**config.mk**
```make
export PLATFORM = sky130hd
export DESIGN_NAME = core_status_flag_register
export DESIGN_NICKNAME = d
export VERILOG_FILES = /design/src/inc/status_flags_pkg.sv /design/src/status_bus_slave.sv /design/src/core_status_flag_register.sv
export VERILOG_INCLUDE_DIRS = /design/src /design/src/inc
export SDC_FILE = /design/constraint.sdc
export NUM_CORES = 1
export LEC_CHECK = 0
export ABC_AREA = 1
export BUFFER_PORTS_ARGS = -buffer_cell sky130_fd_sc_hd__buf_2
export CAP_MARGIN = 20
export CORE_MARGIN = 10
export CORE_UTILIZATION = 33
export CTS_CLUSTER_SIZE = 25
export DETAILED_ROUTE_END_ITERATION = 16
export PLACE_DENSITY_LB_ADDON = 0.08
export SKIP_LAST_GASP = 1
export SLEW_MARGIN = 20
export SYNTH_ARGS = -nofsm -noshare
export SYNTH_HDL_FRONTEND = slang
export SYNTH_SLANG_ARGS = --single-unit
```
**constraint.sdc**
```tcl
create_clock -name sys_clk -period 0.9 [get_ports sys_clk]
set_input_delay 0 -clock sys_clk [delete_from_list [all_inputs] [get_ports sys_clk]]
set_output_delay 0 -clock sys_clk [all_outputs]
set_load 0.05 [all_outputs]
```
**src/inc/status_flags_defines.svh**
```systemverilog
// offsets, bit positions, reset values and timing for the core status flag register
`ifndef STATUS_FLAGS_DEFINES_SVH
`define STATUS_FLAGS_DEFINES_SVH

`define CSF_ADDR_FLAGS 4'h0
`define CSF_ADDR_EVENT 4'h4
`define CSF_BIT_PIN_WAKE 7
`define CSF_BIT_EXPIRY 4
`define CSF_BIT_SLEEP 3
`define CSF_BIT_ZERO 2
`define CSF_BIT_NIBBLE 1
`define CSF_BIT_CARRY 0
`define CSF_UPPER_MASK 8'he0
`define CSF_ARITH_MASK 8'h07
`define CSF_FLAGS_POR 8'h18
`define CSF_CLEAR_PATTERN 8'h04
`define CSF_BUS_ANSWER_CYCLES 1

`endif

```
**src/inc/status_flags_pkg.sv**
```systemverilog
// types shared by the core status flag register
package status_flags_pkg;

    typedef enum logic [2:0] {
        cause_none = 3'b001,
        cause_power_up = 3'b010,
        cause_other = 3'b100
    } reset_cause_t;

    typedef struct packed {
        logic valid;
        logic write_dest;
        logic [7:0] write_data;
        logic affects_zero;
        logic affects_nibble;
        logic affects_carry;
        logic zero;
        logic nibble_carry;
        logic carry;
        logic register_clear_op;
    } exec_result_t;

    typedef struct packed {
        logic power_up;
        logic pin_wake_reset;
        logic other_reset;
        logic watchdog_timeout;
        logic watchdog_kick_op;
        logic sleep_op;
    } reset_event_t;

endpackage

```
**src/status_bus_slave.sv**
```systemverilog
// avalon-mm slave answering one cycle after the request is seen
module status_bus_slave (
    input wire logic sys_clk,
    input wire logic nrst,
    input wire logic [3:0] address,
    input wire logic read,
    input wire logic write,
    input wire logic [31:0] writedata,
    output logic waitrequest,
    output logic [31:0] readdata,
    output logic take_write,
    output logic [3:0] take_addr,
    output logic [7:0] take_data,
    input wire logic [31:0] read_value
);
    import status_flags_pkg::*;

    // first request edge loads data and drops wait; completion edge raises it again
    always_ff @(posedge sys_clk) begin
        if (!nrst) begin
            waitrequest <= 1'b1;
            readdata <= 32'h0;
        end else if ((read || write) && waitrequest) begin
            waitrequest <= 1'b0;
            readdata <= read ? read_value : 32'h0;
        end else begin
            waitrequest <= 1'b1;
        end
    end

    // write lands at the edge where the master sees wait low
    always_comb begin
        take_write = write && !waitrequest;
        take_addr = address;
        take_data = writedata[7:0];
    end
endmodule

```
**src/core_status_flag_register.sv**
```systemverilog
// core status flag register with instruction write merge and reset cause flags
// Operation
// [RULE1] one readable byte holds arithmetic flags and reset cause flags
// [RULE2] any instruction may write this register like any data register
// [RULE3] flag-updating writes ignore data for zero, nibble carry, carry
// [RULE4] watchdog expiry and sleep flags ignore instruction writes
// [RULE5] register clear gives 000u u1uu: upper bits zero, zero flag set
// [RULE6] bit clear, bit set and move from accumulator leave arithmetic flags alone
// [RULE7] software leaves the two reserved bits unused
// [RULE8] reset cause flags follow pin wake, timeout, kick, sleep and power-up
//
// Decided for this implementation: register access over Avalon-MM and the register addresses.
`include "status_flags_defines.svh"
module core_status_flag_register (
    input wire logic sys_clk,
    input wire logic nrst,
    input wire status_flags_pkg::exec_result_t exec,
    input wire status_flags_pkg::reset_event_t event_in,
    input wire logic [3:0] avs_address,
    input wire logic avs_read,
    input wire logic avs_write,
    input wire logic [31:0] avs_writedata,
    output logic avs_waitrequest,
    output logic [31:0] avs_readdata,
    output logic [7:0] flags_out,
    output status_flags_pkg::reset_cause_t last_cause
);
    import status_flags_pkg::*;

    logic [7:0] core_status_flags;
    logic [7:0] next_core_status_flags;
    logic [7:0] write_mask;
    logic [2:0] event_hold;
    logic take_write;
    logic [3:0] take_addr;
    logic [7:0] take_data;
    logic [31:0] read_value;
    logic started;

    status_bus_slave bus (
        .sys_clk(sys_clk),
        .nrst(nrst),
        .address(avs_address),
        .read(avs_read),
        .write(avs_write),
        .writedata(avs_writedata),
        .waitrequest(avs_waitrequest),
        .readdata(avs_readdata),
        .take_write(take_write),
        .take_addr(take_addr),
        .take_data(take_data),
        .read_value(read_value)
    );

    always_comb begin
        if (avs_address == `CSF_ADDR_FLAGS) begin
            read_value = {24'h0, core_status_flags}; // see [RULE1]
        end else if (avs_address == `CSF_ADDR_EVENT) begin
            read_value = {29'h0, event_hold};
        end else begin
            read_value = 32'h0;
        end
    end

    // writable positions: pin wake and arithmetic bits the instruction does not affect; reserved read zero
    always_comb begin
        write_mask = 8'h0;
        write_mask[`CSF_BIT_PIN_WAKE] = 1'b1;
        write_mask[`CSF_BIT_EXPIRY] = 1'b0; // see [RULE4]
        write_mask[`CSF_BIT_SLEEP] = 1'b0; // see [RULE4]
        write_mask[`CSF_BIT_ZERO] = !exec.affects_zero; // see [RULE3]
        write_mask[`CSF_BIT_NIBBLE] = !exec.affects_nibble; // see [RULE3]
        write_mask[`CSF_BIT_CARRY] = !exec.affects_carry; // see [RULE3]
    end

    always_comb begin
        next_core_status_flags = core_status_flags;
        if (exec.valid && exec.write_dest) begin
            if (exec.register_clear_op) begin
                // upper bits zero, zero flag set, rest kept
                next_core_status_flags = (core_status_flags & ~`CSF_UPPER_MASK
                    & ~(8'h1 << `CSF_BIT_ZERO)) | `CSF_CLEAR_PATTERN; // see [RULE5]
            end else begin
                // see [RULE2]
                next_core_status_flags = (core_status_flags & ~write_mask)
                    | (exec.write_data & write_mask);
            end
        end else if (take_write && take_addr == `CSF_ADDR_FLAGS) begin
            next_core_status_flags = (core_status_flags & ~(8'h1 << `CSF_BIT_PIN_WAKE))
                | (take_data & (8'h1 << `CSF_BIT_PIN_WAKE));
            next_core_status_flags[`CSF_BIT_ZERO] = take_data[`CSF_BIT_ZERO];
            next_core_status_flags[`CSF_BIT_NIBBLE] = take_data[`CSF_BIT_NIBBLE];
            next_core_status_flags[`CSF_BIT_CARRY] = take_data[`CSF_BIT_CARRY];
        end
        // computed flags override written data except on register clear; untouched by bit ops
        if (exec.valid && !exec.register_clear_op) begin
            if (exec.affects_zero) begin
                next_core_status_flags[`CSF_BIT_ZERO] = exec.zero; // see [RULE3] [RULE6]
            end
            if (exec.affects_nibble) begin
                next_core_status_flags[`CSF_BIT_NIBBLE] = exec.nibble_carry;
            end
            if (exec.affects_carry) begin
                next_core_status_flags[`CSF_BIT_CARRY] = exec.carry;
            end
        end
        next_core_status_flags[6:5] = 2'b00; // see [RULE7]
        // hardware events win over any write
        if (event_in.power_up) begin
            next_core_status_flags[`CSF_BIT_EXPIRY] = 1'b1; // see [RULE8]
            next_core_status_flags[`CSF_BIT_SLEEP] = 1'b1;
            next_core_status_flags[`CSF_BIT_PIN_WAKE] = 1'b0;
        end else begin
            if (event_in.pin_wake_reset) begin
                next_core_status_flags[`CSF_BIT_PIN_WAKE] = 1'b1; // see [RULE8]
            end else if (event_in.other_reset || event_in.watchdog_timeout) begin
                next_core_status_flags[`CSF_BIT_PIN_WAKE] = 1'b0;
            end
            if (event_in.watchdog_timeout) begin
                next_core_status_flags[`CSF_BIT_EXPIRY] = 1'b0; // see [RULE8]
            end else if (event_in.watchdog_kick_op || event_in.sleep_op) begin
                next_core_status_flags[`CSF_BIT_EXPIRY] = 1'b1;
            end
            if (event_in.sleep_op) begin
                next_core_status_flags[`CSF_BIT_SLEEP] = 1'b0; // see [RULE8]
            end else if (event_in.watchdog_kick_op) begin
                next_core_status_flags[`CSF_BIT_SLEEP] = 1'b1;
            end
        end
    end

    // nrst is the power-up reset of the register
    always_ff @(posedge sys_clk) begin
        if (!nrst) begin
            core_status_flags <= `CSF_FLAGS_POR;
        end else begin
            core_status_flags <= next_core_status_flags;
        end
    end

    // sticky record of timeout, pin wake and sleep; bus write of ones clears, set wins
    always_ff @(posedge sys_clk) begin
        if (!nrst) begin
            event_hold <= 3'h0;
        end else begin
            event_hold <= (event_hold & ~((take_write && take_addr == `CSF_ADDR_EVENT)
                ? take_data[2:0] : 3'h0))
                | {event_in.sleep_op, event_in.pin_wake_reset, event_in.watchdog_timeout};
        end
    end

    always_ff @(posedge sys_clk) begin
        if (!nrst) begin
            last_cause <= cause_power_up;
            started <= 1'b0;
        end else begin
            started <= 1'b1;
            if (event_in.power_up) begin
                last_cause <= cause_power_up;
            end else if (event_in.pin_wake_reset || event_in.other_reset
                    || event_in.watchdog_timeout) begin
                last_cause <= cause_other;
            end else if (!started) begin
                last_cause <= cause_power_up;
            end
        end
    end

    always_ff @(posedge sys_clk) begin
        if (!nrst) begin
            flags_out <= `CSF_FLAGS_POR;
        end else begin
            flags_out <= next_core_status_flags;
        end
    end
endmodule

```
==> results <==
- The boundary pin count is 107.
- The first-pass detailed-route iteration total is 4.
- The share of synthesized area occupied by flip-flops and latches is 32.1%.
- The dominant combinational cell family by area after synthesis is simple AND/OR/NAND/NOR gates.
- The total count of max-transition violations in the final report is 0.
- The routed design uses 1570 um of met2 wire.
- The tool flagged a number of max-cap violations equal to 0.
- The source-to-sink clock delay at the later pin of the worst-skew pair is 0.29 ns.
- The number of standard cells after synthesis is 180.
- The count of nets left with antenna violations once routing finished came out at 0.
- Setup violations remaining at the end of the flow were counted as 15.
- The clock passes through at most 2 buffers.
- The cell count of the worst reg-to-reg path is 3.
- The worst hold path terminates at bus.readdata[2].
- The number of hold violations in the final report is 0.
- The number of clock sinks is 19.
- The mean instance size in the synthesized netlist is 6.59 um^2.
- Power spread over the standard cell area amounts to 1260 mW/mm^2.
- The placed instances occupy a cell area of 0.00144 mm^2.
- The simple logic cell fraction of the synthesized area is 28.9%.
- The xor and xnor fraction of the mapped netlist area is 0%.
- In this run the static leakage power is 0.861 nW.
- In the synthesized netlist, mux cells make up 0% of the area.
- At the end of routability-driven placement, the weighted congestion stood at 0.756.
- Summed over all layers, the routed wires come to 3260 um.
- TritonCTS built the clock tree.
- On the final layout, the worst clock skew is 0.00214 ns.
- The count of antenna diodes in the layout is 0.
- The detailed router placed 1148 vias in this run.
- Across every metal layer, demand over resource in global routing totals 9.64%.
- The category of the worst setup path capture point is a flip-flop.
- The floorplan die area is 0.00639 mm^2.
- For this run, design rule violations remaining after detail routing come to 0.
- The placement row count is 21.
- The peak supply drop is 0.000438 V.
- The count of buffers from port buffering is 45.
- In this run the most critical hold path is launched from nrst.
- The global route total overflow is 0.
- The synthesis-to-finish area growth is 39.9%.
- The critical path data required time is 1.09 ns.
- The run finished, with violations left.
- In this run the clock root is driven by a sky130_fd_sc_hd__clkbuf_4.
- The number of antenna violations at the first check in global routing is 0.
- In the final routed layout, each cell accounts on average for 11.2 um.
- The slack of the worst reg-to-reg path is -0.09 ns.
- The via count of the first global-routing pass was 1185.
- For this block, wires on met1 add up to 1320 um.
- The total negative slack is -0.454 ns.
- Of all nets on the critical path, the largest fanout is 5.
- The number of buffers created by CTS is 3.
- The vertical die dimension is 80.0 um.
- The sum of net half-perimeters after detailed placement is 2770 um.
- The chip width is 80.0 um.
- The ratio of cells with drive above 1 in the final layout is 33.9%.
- The number of warnings issued by yosys is 0.
- Summing the areas of all compound-gate instances in the mapped netlist gives 10.5% of the synthesized area.
- CTS built an H-tree with a depth of 1.
- The final reports fail on negative setup slack.
- The met3 wire length is 343 um.
- Entering global routing, the biggest net connects 12 pins.
- Dividing the detail-routed via count by the number of cells gives 3.95.
- The adder-cell share of the synthesized area is 0%.
- Based on the critical path, the design can be clocked at up to 1010 MHz.
- The post-route cell area is 0.00166 mm^2.
- The initial detailed-routing violation count is 28.
- The floorplan core area is 0.00342 mm^2.
- In this run, synthesis produced a sequential element count of 19.
- Clock-pin slew was measured on the worst setup and hold paths at 0.11 ns.
- The wire length of the first global-routing pass is 5060 um.
- The startpoint identified for the worst register-to-register timing path is bus.waitrequest.
- Setup repair after global routing could not meet its margin everywhere.
- After detailed routing, no signal wire sits above met4.
- The initial core utilization is 34.7%.
- The worst hold path was traced through 4 stages.
- The worst setup path is launched from a flip-flop.
- The number of nets at the end of the flow is 309.
- In this run, distinct cell masters in the synthesized netlist total 19.
- The cell area that synthesis handed to floorplanning was 0.00119 mm^2.
- The reg-to-reg critical path endpoint is bus.waitrequest.
- The type of the worst min-delay path is input port to flip-flop.
- The minimum clock period after layout is 0.988 ns.
- The final clock period utilization by the worst path is 110%.
- Data arrives at the worst endpoint at 1.18 ns.
- The type of the setup path with the least slack is flip-flop to flip-flop.
- Setup slack on the critical path of the routed design comes to -0.0883 ns.
-- critical path, cell delays in order, from the launching register on --
cell                      delay (ns)
sky130_fd_sc_hd__dfxtp_4        0.42
sky130_fd_sc_hd__buf_4          0.13
sky130_fd_sc_hd__o21ai_4        0.07
sky130_fd_sc_hd__or2_2          0.27
-- per-stage QoR --
step	setup WS [ns]	power, mW	std cells	hold slack, ns	utilization [%]
after floorplan	-0.0658	1.53	208	0.0277	-
after global placement	-0.0216	1.60	275	0.228	42.1
after detailed placement	-0.0340	1.60	275	0.220	42.1
after CTS	-0.0386	2.10	290	0.0323	47.6
after global routing	-0.135	2.22	291	0.0494	48.6
final	-0.0883	2.09	291	0.0482	48.6
-- worst max-delay path by stage --
stage	slack [ns]	from	cells past startpoint	to
floorplan	-0.07	bus.waitrequest	7	flags_out[7]
finish	-0.09	bus.waitrequest	3	bus.waitrequest
global placement	-0.02	bus.waitrequest	6	flags_out[7]
detailed placement	-0.03	bus.waitrequest	6	flags_out[7]
global route	-0.14	bus.waitrequest	6	flags_out[7]
CTS	-0.04	bus.waitrequest	1	avs_waitrequest
-- power breakdown --
group | internal (mW) | switching, mW
Combinational | 0.206 | 0.543
Sequential | 0.881 | 0.0344
Clock | 0.165 | 0.264
Total | 1.25 | 0.841
-- synthesized netlist by cell type (all sizes together) --
| library cell | count | share of area (%) |
|---|---|---|
| a21boi | 1 | 0.63 |
| a21oi | 9 | 3.8 |
| a31oi | 2 | 1.1 |
| buf | 29 | 18 |
| conb | 1 | 0.32 |
| dfxtp | 19 | 32 |
| inv | 31 | 9.8 |
| nand2 | 45 | 15 |
| nand3 | 12 | 5.1 |
| nand3b | 1 | 0.63 |
| nor2 | 16 | 7.6 |
| nor3 | 1 | 0.42 |
| o21ai | 12 | 5.1 |
| or2 | 1 | 0.53 |
-- kinds of logic (layout without fill, tap and decap cells) --
kind of cell           count (synthesis)  count (layout)
buffers and inverters                 60              97
AND/OR/NAND/NOR                       76              76
other                                  1              29
AO/OA/AOI/OAI                         24              24
flip-flops                            19              19
-- metal layers --
layer  vias up  global-route usage [%]
met3         2                    3.83
met1       479                    10.0
li1        623                       -
met2        44                    16.9
met5         -                       0
met4         0                    3.70
-- state kept, by name, indices dropped and copies added (netlist names) --
signal,cells
started,1
bus.waitrequest,1
last_cause,2
flags_out,6
bus.readdata,6
event_hold,3
-- area by class of cell --
class / instances / area [um^2]
clock inverter: 1 / 5.00
sequential: 19 / 398
inverter: 31 / 116
tap: 46 / 57.6
clock buffer: 3 / 22.5
multi-input combinational: 129 / 627
timing repair buffer: 62 / 433
fill: 377 / 1760
-- layout by cell type, fill, tap and decap left out, drive strengths merged, types with 2 or more instances in the layout --
cell type | Yosys | final
conb | 1 | 29
inv | 31 | 31
dlygate4sd3 | 0 | 11
nand3 | 12 | 12
a31oi | 2 | 2
dfxtp | 19 | 19
clkbuf | 0 | 3
buf | 29 | 51
nor2 | 16 | 16
a21oi | 9 | 9
nand2 | 45 | 45
o21ai | 12 | 12
-- what timing repair did --
| item | in CTS | in global routing |
|---|---|---|
| hold buffers | 11 | 0 |
| pin swaps | 2 | 13 |
| hold endpoints to repair | 12 | 0 |
| buffers inserted | 0 | 1 |
| gates resized for setup | 17 | 7 |
| endpoints found under the setup margin | 24 | 19 |
Power figures use the tool's default switching activity.
